===== src/pkg/adc_pkg.sv =====
// Shared constants for the converter control block
// Overview of operation
// - Selected hardware trigger sets the start bit
// - Channel codes route inputs 0-4, 8-19
// - Special codes route internal nodes, others none
// - Start bit starts, reads busy, self-clears
// - Enable bit powers the converter
// - Format one: right justified, upper zeros
// - Format zero: left justified, lower zeros
// - Clock field selects divider or RC oscillator
// - Reference field selects supply, pin, fixed
// - Unimplemented control bits read zero
// - Control registers reset to zero
// - Completion clears start, sets flag, loads result
// - Software clear aborts, loads filled partial result
// - Conversion lasts eleven and a half periods
`default_nettype none
package adc_pkg;
    // Byte offsets on the register bus
    localparam logic [7:0] OFF_CHAN_RUN = 8'h00;
    localparam logic [7:0] OFF_FMT_CLK = 8'h04;
    localparam logic [7:0] OFF_RES_HIGH = 8'h08;
    localparam logic [7:0] OFF_RES_LOW = 8'h0C;
    localparam logic [7:0] OFF_TRIG = 8'h10;
    localparam logic [7:0] OFF_INT_STATUS = 8'h14;
    localparam logic [7:0] OFF_INT_MASK = 8'h18;
    // Field positions
    localparam int EN_BIT = 0;
    localparam int GO_BIT = 1;
    localparam int CHAN_LSB = 2;
    localparam int FMT_BIT = 7;
    localparam int CLK_LSB = 4;
    localparam int TRIG_EN_BIT = 3;
    // Implemented-bit masks and reset values
    localparam logic [7:0] CHAN_RUN_MASK = 8'h7F;
    localparam logic [7:0] FMT_CLK_MASK = 8'hF3;
    localparam logic [7:0] CTRL_RESET = 8'h00;
    localparam logic [7:0] RES_RESET = 8'h00;
    // Half conversion-period lengths in system clocks
    localparam logic [4:0] HALF_DIV2 = 5'h01;
    localparam logic [4:0] HALF_DIV4 = 5'h02;
    localparam logic [4:0] HALF_DIV8 = 5'h04;
    localparam logic [4:0] HALF_DIV16 = 5'h08;
    localparam logic [4:0] HALF_DIV32 = 5'h10;
    localparam logic [5:0] HALF_DIV64 = 6'h20;
    // Conversion sequence in half periods: 23 halves is 11.5 periods
    localparam logic [4:0] FIRST_TRIAL_CNT = 5'h02;
    localparam logic [4:0] FIRST_DECIDE_CNT = 5'h04;
    localparam logic [3:0] TOP_BIT = 4'h9;
    // Channel codes
    localparam logic [4:0] CH_FIXED = 5'h1F;
    localparam logic [4:0] CH_TEMP = 5'h1D;
    localparam logic [4:0] CH_NEG_REF = 5'h1B;
    localparam logic [4:0] CH_POS_REF = 5'h1A;
    // Positive reference codes
    localparam logic [1:0] PREF_SUPPLY = 2'h0;
    localparam logic [1:0] PREF_PIN = 2'h2;
    localparam logic [1:0] PREF_FIXED = 2'h3;
endpackage
`default_nettype wire


===== src/core/conv_clock_divider.sv =====
// Conversion clock half-period tick generator
`default_nettype none
module conv_clock_divider (
    input wire logic pclk,
    input wire logic presetn,
    input wire logic run,
    input wire logic [2:0] clk_sel,
    input wire logic rc_half_tick,
    output logic half_tick
);
    import adc_pkg::*;

    typedef struct packed {
        logic [5:0] cnt; // Clocks into the current half period
    } div_state_t;

    div_state_t q, d;
    logic [5:0] half_len; // Half period for the selected divider

    ////////////////////////////////////////////////////////////////
    // Divider selection and tick
    always_comb begin
        d = q;
        case (clk_sel)
            3'h0: half_len = {1'b0, HALF_DIV2};
            3'h4: half_len = {1'b0, HALF_DIV4};
            3'h1: half_len = {1'b0, HALF_DIV8};
            3'h5: half_len = {1'b0, HALF_DIV16};
            3'h2: half_len = {1'b0, HALF_DIV32};
            3'h6: half_len = HALF_DIV64;
            default: half_len = 6'h00; // RC oscillator
        endcase
        if (half_len == 6'h00) begin
            half_tick = run & rc_half_tick;
        end else begin
            half_tick = run && (q.cnt == half_len - 6'h01);
        end
        // Counter restarts with each conversion
        if (!run || half_tick || half_len == 6'h00) begin
            d.cnt = 6'h00;
        end else begin
            d.cnt = q.cnt + 6'h01;
        end
    end

    // State register
    always_ff @(posedge pclk or negedge presetn) begin
        if (!presetn) begin
            q <= '0;
        end else begin
            q <= d;
        end
    end
endmodule
`default_nettype wire


===== src/core/sar_engine.sv =====
// Successive-approximation sequencer for a 10-bit result
`default_nettype none
module sar_engine (
    input wire logic pclk,
    input wire logic presetn,
    input wire logic run,
    input wire logic half_tick,
    input wire logic comp_in,
    output logic [9:0] dac_code,
    output logic sampling,
    output logic busy,
    output logic done,
    output logic [9:0] partial
);
    import adc_pkg::*;

    typedef struct packed {
        logic busy;       // Conversion under way
        logic done;       // One-cycle completion pulse
        logic [4:0] cnt;  // Half periods elapsed
        logic [3:0] idx;  // Bit under trial
        logic [9:0] code; // Trial and decided bits
    } sar_state_t;

    sar_state_t q, d;
    logic fill; // Last decided bit, copied downward on abort

    ////////////////////////////////////////////////////////////////
    // Sequencer
    always_comb begin
        d = q;
        d.done = 1'b0;
        if (!run) begin
            // Idle or aborted
            d.busy = 1'b0;
            d.cnt = 5'h00;
            d.idx = TOP_BIT;
            d.code = 10'h000;
        end else if (!q.busy && !q.done) begin
            // Start: sampling for the first 1.5 periods
            d.busy = 1'b1;
            d.cnt = 5'h00;
            d.idx = TOP_BIT;
            d.code = 10'h000;
        end else if (q.busy && half_tick) begin
            d.cnt = q.cnt + 5'h01;
            if (q.cnt == FIRST_TRIAL_CNT) begin
                d.code[TOP_BIT] = 1'b1;
            end else if (q.cnt >= FIRST_DECIDE_CNT && !q.cnt[0]) begin
                // One bit decided per period, last at half 23
                d.code[q.idx] = comp_in;
                if (q.idx == 4'h0) begin
                    d.busy = 1'b0;
                    d.done = 1'b1;
                end else begin
                    d.code[q.idx - 4'h1] = 1'b1;
                    d.idx = q.idx - 4'h1;
                end
            end
        end
    end

    // State register
    always_ff @(posedge pclk or negedge presetn) begin
        if (!presetn) begin
            q <= '0;
        end else begin
            q <= d;
        end
    end

    assign fill = (q.idx == TOP_BIT) ? 1'b0 : q.code[q.idx + 4'h1];

    // Partial result: undecided bits copy the last decided one
    for (genvar j = 0; j < 10; j++) begin : g_partial
        assign partial[j] = (j > q.idx) ? q.code[j] : fill;
    end

    assign dac_code = q.code;
    assign sampling = q.busy && q.cnt < FIRST_TRIAL_CNT + 5'h01;
    assign busy = q.busy;
    assign done = q.done;
endmodule
`default_nettype wire


===== src/core/adc_control.sv =====
// Converter control block with APB register slave
`default_nettype none
module adc_control (
    input wire logic pclk,
    input wire logic presetn,
    input wire logic psel,
    input wire logic penable,
    input wire logic pwrite,
    input wire logic [7:0] paddr,
    input wire logic [31:0] pwdata,
    output logic [31:0] prdata,
    output logic pready,
    output logic pslverr,
    input wire logic trig_compare_unit_one,
    input wire logic trig_compare_unit_two,
    input wire logic trig_timer_zero,
    input wire logic trig_timer_one,
    input wire logic trig_timer_two_period,
    input wire logic rc_half_tick,
    input wire logic comp_in,
    output logic converter_power,
    output logic sample_hold,
    output logic [9:0] dac_code,
    output logic [19:0] analog_input_select,
    output logic fixed_voltage_reference_select,
    output logic temp_indicator_select,
    output logic negative_reference_channel,
    output logic positive_reference_channel,
    output logic ref_supply_select,
    output logic ref_pin_select,
    output logic ref_fixed_select,
    output logic irq
);
    import adc_pkg::*;

    typedef struct packed {
        logic [7:0] chan_run;   // Channel, start and enable
        logic [7:0] fmt_clk;    // Format, clock and reference
        logic [7:0] res_high;   // Result high byte
        logic [7:0] res_low;    // Result low byte
        logic [3:0] trig_ctrl;  // Trigger source and trigger enable
        logic int_status;       // Sticky done flag
        logic int_mask;         // Done flag interrupt mask
        logic irq;              // Interrupt output
        logic [31:0] rdata;     // Read data captured in setup
        logic [19:0] an_sel;    // External input routing
        logic [3:0] int_sel;    // Internal node routing
        logic [2:0] ref_sel;    // Positive reference routing
    } ctl_state_t;

    ctl_state_t q, d;

    logic setup;           // Setup phase of a transfer
    logic access;          // Access phase of a transfer
    logic wr;              // Write taken this cycle
    logic rd;              // Read taken this cycle
    logic mapped;          // Address hits a register
    logic [4:0] chan;      // Current channel code
    logic [4:0] trig_vec;  // Hardware trigger sources
    logic trig_fire;       // Selected trigger fired
    logic [19:0] an_hit;   // Per-input channel match
    logic run;             // Conversion requested and powered
    logic half_tick;       // Half conversion period
    logic eng_busy;        // Engine converting
    logic eng_done;        // Engine finished
    logic [9:0] partial;   // Filled partial result
    logic [15:0] placed;   // Justified result bytes
    logic [9:0] res_src;   // Result to place
    logic load_res;        // Result bytes update
    logic abort;           // Software abort this cycle

    ////////////////////////////////////////////////////////////////
    // Result placement in the two bytes
    function automatic logic [15:0] justify(input logic [9:0] r, input logic right);
        if (right) begin
            justify = {6'h00, r};
        end else begin
            justify = {r, 6'h00};
        end
    endfunction

    ////////////////////////////////////////////////////////////////
    // Bus phases
    assign setup = psel & ~penable;
    assign access = psel & penable;
    assign wr = access & pwrite;
    assign rd = access & ~pwrite;

    // Address map check
    always_comb begin
        if (paddr == OFF_CHAN_RUN) begin
            mapped = 1'b1;
        end else if (paddr == OFF_FMT_CLK) begin
            mapped = 1'b1;
        end else if (paddr == OFF_RES_HIGH) begin
            mapped = 1'b1;
        end else if (paddr == OFF_RES_LOW) begin
            mapped = 1'b1;
        end else if (paddr == OFF_TRIG) begin
            mapped = 1'b1;
        end else if (paddr == OFF_INT_STATUS) begin
            mapped = 1'b1;
        end else if (paddr == OFF_INT_MASK) begin
            mapped = 1'b1;
        end else begin
            mapped = 1'b0;
        end
    end

    ////////////////////////////////////////////////////////////////
    // Channel decode, one match per external input
    assign chan = q.chan_run[CHAN_LSB +: 5];
    for (genvar i = 0; i < 20; i++) begin : g_chan
        if (i <= 4 || i >= 8) begin : g_used
            assign an_hit[i] = (chan == 5'(i));
        end else begin : g_none
            assign an_hit[i] = 1'b0;
        end
    end

    ////////////////////////////////////////////////////////////////
    // Hardware trigger selection
    assign trig_vec = {trig_timer_two_period, trig_timer_one, trig_timer_zero,
                       trig_compare_unit_two, trig_compare_unit_one};
    always_comb begin
        if (q.trig_ctrl[2:0] <= 3'h4) begin
            trig_fire = q.trig_ctrl[TRIG_EN_BIT] & trig_vec[q.trig_ctrl[2:0]];
        end else begin
            trig_fire = 1'b0;
        end
    end

    ////////////////////////////////////////////////////////////////
    // Conversion engine and its clock
    assign run = q.chan_run[GO_BIT] & q.chan_run[EN_BIT];

    conv_clock_divider u_div (
        .pclk(pclk),
        .presetn(presetn),
        .run(eng_busy),
        .clk_sel(q.fmt_clk[CLK_LSB +: 3]),
        .rc_half_tick(rc_half_tick),
        .half_tick(half_tick)
    );

    sar_engine u_sar (
        .pclk(pclk),
        .presetn(presetn),
        .run(run),
        .half_tick(half_tick),
        .comp_in(comp_in),
        .dac_code(dac_code),
        .sampling(sample_hold),
        .busy(eng_busy),
        .done(eng_done),
        .partial(partial)
    );

    ////////////////////////////////////////////////////////////////
    // Next state
    always_comb begin
        d = q;
        abort = 1'b0;
        load_res = 1'b0;
        res_src = dac_code;

        // Read data captured in the setup phase
        if (setup) begin
            if (paddr == OFF_CHAN_RUN) begin
                d.rdata = {24'h000000, q.chan_run};
            end else if (paddr == OFF_FMT_CLK) begin
                d.rdata = {24'h000000, q.fmt_clk};
            end else if (paddr == OFF_RES_HIGH) begin
                d.rdata = {24'h000000, q.res_high};
            end else if (paddr == OFF_RES_LOW) begin
                d.rdata = {24'h000000, q.res_low};
            end else if (paddr == OFF_TRIG) begin
                d.rdata = {28'h0000000, q.trig_ctrl};
            end else if (paddr == OFF_INT_STATUS) begin
                d.rdata = {31'h00000000, q.int_status};
            end else if (paddr == OFF_INT_MASK) begin
                d.rdata = {31'h00000000, q.int_mask};
            end else begin
                d.rdata = 32'h00000000;
            end
        end

        // Register writes
        if (wr) begin
            if (paddr == OFF_CHAN_RUN) begin
                d.chan_run = pwdata[7:0] & CHAN_RUN_MASK;
                // Clearing the start bit mid-conversion aborts it
                if (eng_busy && !pwdata[GO_BIT]) begin
                    abort = 1'b1;
                end
                // Writing one while busy leaves it running
                if (q.chan_run[GO_BIT] && pwdata[GO_BIT]) begin
                    d.chan_run[GO_BIT] = 1'b1;
                end
            end else if (paddr == OFF_FMT_CLK) begin
                d.fmt_clk = pwdata[7:0] & FMT_CLK_MASK;
            end else if (paddr == OFF_RES_HIGH) begin
                d.res_high = pwdata[7:0];
            end else if (paddr == OFF_RES_LOW) begin
                d.res_low = pwdata[7:0];
            end else if (paddr == OFF_TRIG) begin
                d.trig_ctrl = pwdata[3:0];
            end else if (paddr == OFF_INT_MASK) begin
                d.int_mask = pwdata[0];
            end
        end

        // Reading the status register clears the flag
        if (rd && paddr == OFF_INT_STATUS) begin
            d.int_status = 1'b0;
        end

        // Hardware trigger sets the start bit; it wins over a software clear but not over completion
        if (trig_fire && q.chan_run[EN_BIT]) begin
            d.chan_run[GO_BIT] = 1'b1;
            abort = 1'b0;
        end

        // Abort: partial result loaded, start bit stays clear
        if (abort) begin
            res_src = partial;
            load_res = 1'b1;
        end

        // Completion
        if (eng_done) begin
            d.chan_run[GO_BIT] = 1'b0;
            d.int_status = 1'b1;
            res_src = dac_code;
            load_res = 1'b1;
        end

        // Power removed: start bit cleared; a partial result loads only if the same write cleared start
        if (!d.chan_run[EN_BIT]) begin
            d.chan_run[GO_BIT] = 1'b0;
        end

        // Result loaded in the selected format
        placed = justify(res_src, q.fmt_clk[FMT_BIT]);
        if (load_res) begin
            d.res_high = placed[15:8];
            d.res_low = placed[7:0];
        end

        // Interrupt level
        d.irq = d.int_status & d.int_mask;

        // Input routing
        d.an_sel = an_hit;
        d.int_sel = {chan == CH_FIXED, chan == CH_TEMP,
                     chan == CH_NEG_REF, chan == CH_POS_REF};

        // Positive reference routing; reserved code selects nothing
        d.ref_sel = {q.fmt_clk[1:0] == PREF_FIXED, q.fmt_clk[1:0] == PREF_PIN,
                     q.fmt_clk[1:0] == PREF_SUPPLY};
    end

    ////////////////////////////////////////////////////////////////
    // State register
    always_ff @(posedge pclk or negedge presetn) begin
        if (!presetn) begin
            q <= '0;
            q.chan_run <= CTRL_RESET;
            q.fmt_clk <= CTRL_RESET;
            q.res_high <= RES_RESET;
            q.res_low <= RES_RESET;
            q.ref_sel <= 3'h1;
        end else begin
            q <= d;
        end
    end

    ////////////////////////////////////////////////////////////////
    // Outputs
    assign prdata = q.rdata;
    assign pready = access;
    assign pslverr = access & ~mapped;
    assign converter_power = q.chan_run[EN_BIT];
    assign analog_input_select = q.an_sel;
    assign fixed_voltage_reference_select = q.int_sel[3];
    assign temp_indicator_select = q.int_sel[2];
    assign negative_reference_channel = q.int_sel[1];
    assign positive_reference_channel = q.int_sel[0];
    assign ref_fixed_select = q.ref_sel[2];
    assign ref_pin_select = q.ref_sel[1];
    assign ref_supply_select = q.ref_sel[0];
    assign irq = q.irq;
endmodule
`default_nettype wire


===== config.mk =====
export PLATFORM = sky130hd
export DESIGN_NAME = adc_control
export DESIGN_NICKNAME = d
export VERILOG_FILES = /design/src/pkg/adc_pkg.sv /design/src/core/conv_clock_divider.sv /design/src/core/sar_engine.sv /design/src/core/adc_control.sv
export SDC_FILE = /design/constraint.sdc
export NUM_CORES = 1
export LEC_CHECK = 0
export BUFFER_PORTS_ARGS = -buffer_cell sky130_fd_sc_hd__buf_4
export CAP_MARGIN = 20
export CORE_UTILIZATION = 57
export CTS_BUF_LIST = sky130_fd_sc_hd__clkbuf_8
export DETAILED_ROUTE_END_ITERATION = 8
export PLACE_DENSITY = 0.94
export SYNTH_ARGS = -nofsm -noshare
export SYNTH_HDL_FRONTEND = slang
export SYNTH_SLANG_ARGS = --single-unit

===== constraint.sdc =====
create_clock -name pclk -period 4.6 [get_ports pclk]
set_clock_uncertainty 0.05 [all_clocks]
set_input_delay 0.23 -clock pclk [delete_from_list [all_inputs] [get_ports pclk]]
set_output_delay 0.23 -clock pclk [all_outputs]
set_load 0.01 [all_outputs]

==> results of run 1 <==
-- synthesized netlist by cell type, drive strengths merged, types with 15 or more instances --
cell    instances
a21oi          34
buf            70
clkbuf         17
dfrtp          94
inv            16
mux2           22
mux2i          26
nand2          63
nand3          16
nor2           64
nor3           15
o21ai          25
-- layout make-up --
class	count	area, sq um	area share
Clock inverter	7	96.34	0.01535
Timing Repair Buffer	77	593.1	0.09448
Tap cell	133	166.4	0.02651
Clock buffer	9	123.9	0.01973
Multi-Input combinational cell	444	2851	0.4543
Inverter	18	67.56	0.01076
Sequential cell	95	2379	0.3789
-- through the flow --
stage / setup WS [ns] / std cells / utilization / hold slack [ns]
6_report: 0.8427 / 783 / 0.6422 / 0.06023
5_1_grt: 0.6415 / 783 / 0.6422 / 0.05178
4_1_cts: 0.9000 / 783 / 0.6422 / 0.06063
3_5_place_dp: 0.9424 / 766 / 0.6187 / 0.2495
3_3_place_gp: 1.100 / 765 / 0.6166 / 0.4101
2_1_floorplan: 1.430 / 644 / - / -0.1156
-- registers in the layout, summed over array words and instances, names as in the netlist, 5 cells and up --
register and count:
analog_input_select 17, chan 5, prdata 8, q 29, u_div.q 6, u_sar.dac_code 10
u_sar.q 9
-- critical path, stage by stage, from the launching register on --
cell and delay, ns:
dfrtp_1 0.51, or3_1 0.44, ha_1 0.29, or3b_1 0.38
a21oi_2 0.17, o21a_2 0.20, o2111ai_4 0.18, a2111oi_4 0.72
buf_4 0.30, a21oi_1 0.08, a211oi_1 0.31
-- power by group through the flow --
| stage | combinational [mW] | sequential, mW | clock (mW) |
|---|---|---|---|
| CTS | 0.112 | 0.846 | 0.600 |
| floorplan | 0.0744 | 0.861 | 0 |
| global placement | 0.104 | 0.862 | 0 |
| detailed placement | 0.110 | 0.863 | 0 |
| finish | 0.111 | 0.846 | 0.602 |
| global route | 0.124 | 0.847 | 0.635 |
-- worst max path at each step --
stage / endpoint
finish: u_sar.q[11]$_DFFE_PN0P_
global route: u_sar.dac_code[3]$_DFFE_PN0P_
CTS: u_sar.q[11]$_DFFE_PN0P_
detailed placement: u_sar.q[11]$_DFFE_PN0P_
global placement: u_sar.dac_code[0]$_DFFE_PN0P_
floorplan: u_sar.q[13]$_DFFE_PN0P_
-- per-layer routing --
metal	vias up	GRT usage	part of all wire
met3	43	0.06441	0.091
met4	0	0.1088	0.032
met2	279	0.4477	0.49
met1	2266	0.3347	0.39
li1	2151	-	-
met5	-	0	0
-- placed cells by master (no fill, tap or decap), types with 5 or more instances in the layout --
| master | instances |
|---|---|
| xnor2_1 | 12 |
| nand2_1 | 63 |
| o22ai_1 | 7 |
| and3_1 | 7 |
| o21ai_0 | 23 |
| dfrtp_1 | 94 |
| clkbuf_8 | 9 |
| a311oi_1 | 5 |
| a21oi_1 | 33 |
| a211oi_1 | 10 |
| and2_1 | 8 |
| mux2i_1 | 26 |
| nor2_1 | 64 |
| o221ai_1 | 8 |
| nand2b_1 | 11 |
| o211ai_1 | 5 |
| inv_1 | 16 |
| nor3_1 | 12 |
| mux2_2 | 22 |
| nand3_1 | 16 |
| a22o_1 | 6 |
| buf_4 | 75 |
| conb_1 | 27 |
| ha_1 | 10 |
-- logic make-up (layout without fill, tap and decap cells) --
kind of cell,count (synthesis),after routing,synth area share
flip-flops,95,95,0.4119
buffers and inverters,105,111,0.1112
multiplexers,51,51,0.09967
other,1,27,0.0006494
AO/OA/AOI/OAI,131,131,0.1588
XOR/XNOR,13,13,0.01972
AND/OR/NAND/NOR,212,212,0.1764
adder cells (fa/ha/maj),10,10,0.02167
-- repair_timing --
item	CTS	global route
endpoints found under the hold margin	50	0
buffers inserted	0	0
hold buffers	1	0
resized for setup	0	0
==> impl_metrics.py, run 1 <==
metrics = {
    "status": {
        "status": "finished, final reports clean",
    },
    "sta": {
        "fin_crit_ns": 3.757,
        "fin_setup_tns_ns": 0,
        "final_max_slew_viol_count": 0,
        "min_period_over_period": 0.8168,
        "finalHoldViolCount": 0,
        "rsz0062_at_grt": "false",
        "slew_headroom": 0.3827,
        "worst_pin_slew_ns": 0.9176,
        "max_freq_mhz": 266.1,
        "final-setup-viol-count": 0,
    },
    "critical_path": {
        "worstPathArrival_ns": 3.97,
        "rr_worst_depth": 10,
        "cp.required_ns": 4.81,
        "crit_fanout": 12,
        "startpoint": "q[87]$_DFFE_PN0P_",
        "cp-start-kind": "register",
        "crit-reg2reg-capture": "u_sar.q[11]$_DFFE_PN0P_",
        "rrSetupSlack_ns": 0.84,
        "critical_path_class": "reg -> reg",
        "r2r-start": "q[87]$_DFFE_PN0P_",
        "endpoint_kind": "register",
    },
    "grt": {
        "grt.overflow.total": 0,
        "grt_pass1_wl_mm": 21.93,
        "grt_max_degree": 52,
        "grtUsageTotal": 0.2680,
        "grt_pass1_vias": 4538,
        "antenna_found_initial": 0,
    },
    "layout": {
        "num_antenna_cells": 0,
        "nets": 707,
        "fin_area_sq_um": 6277,
        "drive_gt1_frac": 0.2031,
        "area_growth_pct": 8.711,
        "num-fill-cells": 755,
    },
    "synthesis": {
        "synthCells": 618,
        "yosys.area.top_type": "dfrtp_1",
        "synth_seq_cells": 95,
        "async_flop_share": 1.000,
        "synth_top_area_frac": 0.4074,
        "avgSynthCellArea_sq_um": 9.344,
        "ys_types": 68,
        "synth_area_sq_um": 5774,
        "synth_seq_area_share": 0.4119,
        "synthTopCellsByArea": "dfrtp_1 41%, buf_4 8.2%, mux2i_1 4.5%",
        "synth_ff_type": "dfrtp_1",
        "synth-edff-count": 0,
        "yosysWarnings": 0,
    },
    "pwr": {
        "power.net_switching_uw": 409.2,
        "switching_share": 0.2624,
        "finalPower_mw": 1.559,
        "power.share.clock": 0.386,
        "p_leak_nw": 2.858,
        "pwr_density_cell_nw_per_um2": 248.4,
        "max-vdd-ir-drop_v": 0.0001346,
        "power.internal_mw": 1.150,
        "power_frac_seq": 0.543,
        "pwr-share-comb": 0.071,
    },
    "floorplan": {
        "num_io_pins": 126,
        "dieHeight_um": 102.7,
        "die_width_um": 102.7,
        "fp.coreArea_sq_um": 9774,
        "initial_utilization": 0.5908,
        "num_rows": 36,
        "die_area_sq_um": 10540,
    },
    "clock_network": {
        "tritoncts": "yes",
        "cts_buffers": 9,
        "htree_num_levels": 3,
        "clk_pin_slew_ns": 0.11,
        "clockRootBuffer": "clkbuf_8",
        "clock_latency_ns": 0.39,
        "cts.path.max_buffers": 2,
        "cts.sinks": 95,
    },
    "routing": {
        "drc_errors": 0,
        "wl_per_cell_um": 17.11,
        "drtIter0Drc": 321,
        "vias": 4739,
        "ant_nets": 0,
        "wirelength_mm": 13.40,
        "drtPass1Iterations": 5,
        "drt-vias-per-instance": 6.052,
    },
    "place": {
        "place_area_sq_um": 6047,
        "place.gp.congestion": 0.9160,
        "dpl.hpwl_mm": 9.704,
        "io_buffers": 74,
    },
    "worst_hold_path": {
        "min_to": "q[86]$_DFFE_PN0P_",
        "hold_depth": 2,
        "min_from": "pwdata[4]",
        "min_path_type": "in -> reg",
    },
    "flow_run": {
        "cap_violations": 0,
    },
}
(Power assumes the default switching activity.)
==> run 2, diff against run 1 <==
Settings changed: ABC_AREA set to 1, CORE_UTILIZATION 57 to 51, PLACE_DENSITY 0.94 to 0.89.
Clock period 4.6 ns to 3.2 ns, I/O delays scaled along.
==> impl_metrics.py, run 2 <==
metrics = {
    "status": {
        "status": "finished, final reports clean",
    },
    "layout": {
        "drive_gt1_frac": 0.1558,
        "mostFrequentLayoutCells": "189 x nand2_1, 97 x nor2_1, 94 x dfrtp_1, 89 x inv_1, 79 x buf_4",
        "multi_input_area_sq_um": 2703,
        "nets": 898,
        "num_antenna_cells": 0,
        "area_growth_pct": 9.406,
        "mostFrequentLayoutCell": "nand2_1",
        "largest_register_ffs": 29,
        "num-fill-cells": 996,
        "seqCellArea_sq_um": 2379,
        "largest_register": "q",
    },
    "pwr": {
        "power.internal_mw": 1.579,
        "pwr-share-comb": 0.070,
        "switching_share": 0.2794,
        "power.net_switching_uw": 612.3,
        "pwr_density_cell_nw_per_um2": 340.7,
        "power_frac_seq": 0.558,
        "max-vdd-ir-drop_v": 0.0002866,
        "power.share.clock": 0.372,
        "p_leak_nw": 3.387,
        "finalPower_mw": 2.191,
    },
    "critical_path": {
        "path_cells": "nor2_1 -> nand2_1 -> ha_1 -> xnor2_1 -> o21ai_0 -> nand2_1 -> nand2_1 -> nor2_1 -> nand2_1 -> nand2_1 -> nand3_1 -> nor2_2 -> nand2_1 -> o21ai_1",
        "endpoint_kind": "register",
        "startpoint": "q[87]$_DFFE_PN0P_",
        "critical_path.max_stage_delay_ns": 0.45,
        "cpMostUsedCell": "nand2_1",
        "cp.required_ns": 3.44,
        "r2r-start": "q[87]$_DFFE_PN0P_",
        "crit_fanout": 9,
        "worstPathArrival_ns": 2.77,
        "critPathSlowestCell": "dfrtp_1",
        "path_buf_inv": 0,
        "cp_top_family": "simple AND/OR/NAND/NOR gates",
        "critical_path_class": "reg -> reg",
        "cp-start-kind": "register",
    },
    "floorplan": {
        "dieHeight_um": 109.4,
        "num_rows": 38,
        "initial_utilization": 0.5330,
        "die_width_um": 109.4,
        "num_io_pins": 126,
        "fp.coreArea_sq_um": 11030,
        "die_area_sq_um": 11960,
    },
    "synthesis": {
        "yosysWarnings": 0,
        "synth_top_area_frac": 0.4001,
        "ys_types": 44,
        "avgSynthCellArea_sq_um": 7.423,
        "synth.most_common_cell": "nand2_1",
        "yosys.area.top_type": "dfrtp_1",
        "synthCells": 792,
        "synth-edff-count": 0,
        "synth_area_sq_um": 5879,
        "async_flop_share": 1.000,
        "synthTopCellsByCount": "189 x nand2_1, 97 x nor2_1, 94 x dfrtp_1",
        "synth_seq_area_share": 0.4046,
        "synthTopCellsByArea": "dfrtp_1 40%, nand2_1 12%, buf_4 8.0%",
        "synth_seq_cells": 95,
        "synth_ff_type": "dfrtp_1",
    },
    "sta": {
        "rsz0062_at_grt": "false",
        "slew_headroom": 0.5734,
        "worst_pin_slew_ns": 0.6399,
        "fin_setup_tns_ns": 0,
        "final_max_slew_viol_count": 0,
        "min_period_over_period": 0.7907,
        "max_freq_mhz": 395.2,
        "final-setup-viol-count": 0,
        "fin_crit_ns": 2.530,
        "finalHoldViolCount": 0,
    },
    "clock_network": {
        "cts.sinks": 95,
        "clockRootBuffer": "clkbuf_8",
        "clk_pin_slew_ns": 0.11,
        "tritoncts": "yes",
        "cts_resized": 0,
        "post-cts-setup-buffers": 0,
        "clock_latency_ns": 0.38,
        "cts_buffers": 9,
        "cts.path.max_buffers": 2,
        "htree_num_levels": 3,
    },
    "routing": {
        "drtPass1Iterations": 5,
        "drtIter0Drc": 318,
        "vias": 5167,
        "drc_errors": 0,
        "wirelength_mm": 13.47,
        "ant_nets": 0,
        "drt-vias-per-instance": 5.267,
        "wl_per_cell_um": 13.73,
    },
    "place": {
        "dpl.hpwl_mm": 10.06,
        "place.gp.congestion": 0.9451,
        "io_buffers": 74,
    },
    "worst_hold_path": {
        "min_from": "penable",
        "min_path_type": "in -> reg",
    },
    "grt": {
        "grt.overflow.total": 0,
        "grt_pass1_vias": 4621,
        "grt_max_degree": 51,
        "grtUsageTotal": 0.2356,
        "antenna_found_initial": 0,
        "grt_pass1_wl_mm": 21.85,
    },
    "flow_run": {
        "cap_violations": 0,
    },
}
## run 2: cell types whose count changed in the layout (fill, tap and decap cells not counted), moves of 17 or more
cell     change
o21ai_0     +24
nand2_1    +126
mux2_2      -22
nor2_1      +33
mux2i_1     -26
inv_1       +73
nand3_1     +35
nor3_1      +17
## run 2: power groups by stage
stage	clock network (mW)	logic, mW	registers (mW)
3_3_place_gp	0	0.151	1.24
5_1_grt	0.872	0.175	1.22
2_1_floorplan	0	0.104	1.24
3_5_place_dp	0	0.153	1.25
6_report	0.815	0.154	1.22
4_1_cts	0.829	0.155	1.22
## run 2: through the flow
step | worst slack (ns) | cells | hold WS [ns] | utilization | instance area (sq um)
CTS | 0.6979 | 981 | 0.01315 | 0.5831 | 6432
floorplan | 1.060 | 818 | -0.1856 | - | 5977
detailed placement | 0.7436 | 964 | 0.1752 | 0.5636 | 6217
global route | 0.3687 | 981 | 0.03734 | 0.5831 | 6432
finish | 0.6697 | 981 | 0.02916 | 0.5831 | 6432
global placement | 0.7785 | 964 | 0.1643 | 0.5636 | 6217
## run 2: metal layers
layer  vias up  GRT usage  wire length, um
met3        21    0.03675              984
met1      2405     0.3068             5906
met2       220     0.4016             6338
met4         0    0.07619              236
li1       2521          -                -
met5         -          0                0
## run 2: final timing paths
| kind | to | slack [ns] | cells past startpoint |
|---|---|---|---|
| max in group asynchronous | ref_supply_select$_DFF_PN1_ | 2.00 | 3 |
| max reg2reg | u_sar.dac_code[7]$_DFFE_PN0P_ | 0.67 | 14 |
| min | prdata[1]$_DFFE_PN0P_ | 0.03 | 4 |
| min reg2reg | ref_supply_select$_DFF_PN1_ | 0.42 | 1 |
| max | u_sar.dac_code[7]$_DFFE_PN0P_ | 0.67 | 14 |
| min in group asynchronous | q[62]$_DFFE_PN0P_ | 0.28 | 2 |
## run 2: area by class of cell
| type | instances | share of cell area |
|---|---|---|
| well taps | 140 | 0.02723 |
| multi-input cells | 552 | 0.4202 |
| flip-flops and latches | 95 | 0.3698 |
| clock buffers | 9 | 0.01926 |
| clock inverters | 7 | 0.01264 |
| inverters | 98 | 0.05719 |
| repair buffers | 80 | 0.09376 |
## run 2: kinds of logic after synthesis
group,count (synthesis),share of synthesized area
and+or+nand+nor,401,0.3081
buffers and inverters,171,0.1524
AOI/OAI and AO/OA,107,0.1026
DFF,95,0.4046
adders and majority gates,10,0.02128
xor gates and xnor gates,7,0.01043
other,1,0.0006378
## run 2: tightest hold or removal path: stages
cell and delay [ns]:
buf_4 0.09, nor2_1 0.07, nand2_1 0.07, nand2_1 0.04
## run 2: timing repair
item,CTS,global route
hold buffers,1,0
endpoints found under the hold margin,48,0
setup endpoints to repair,0,0
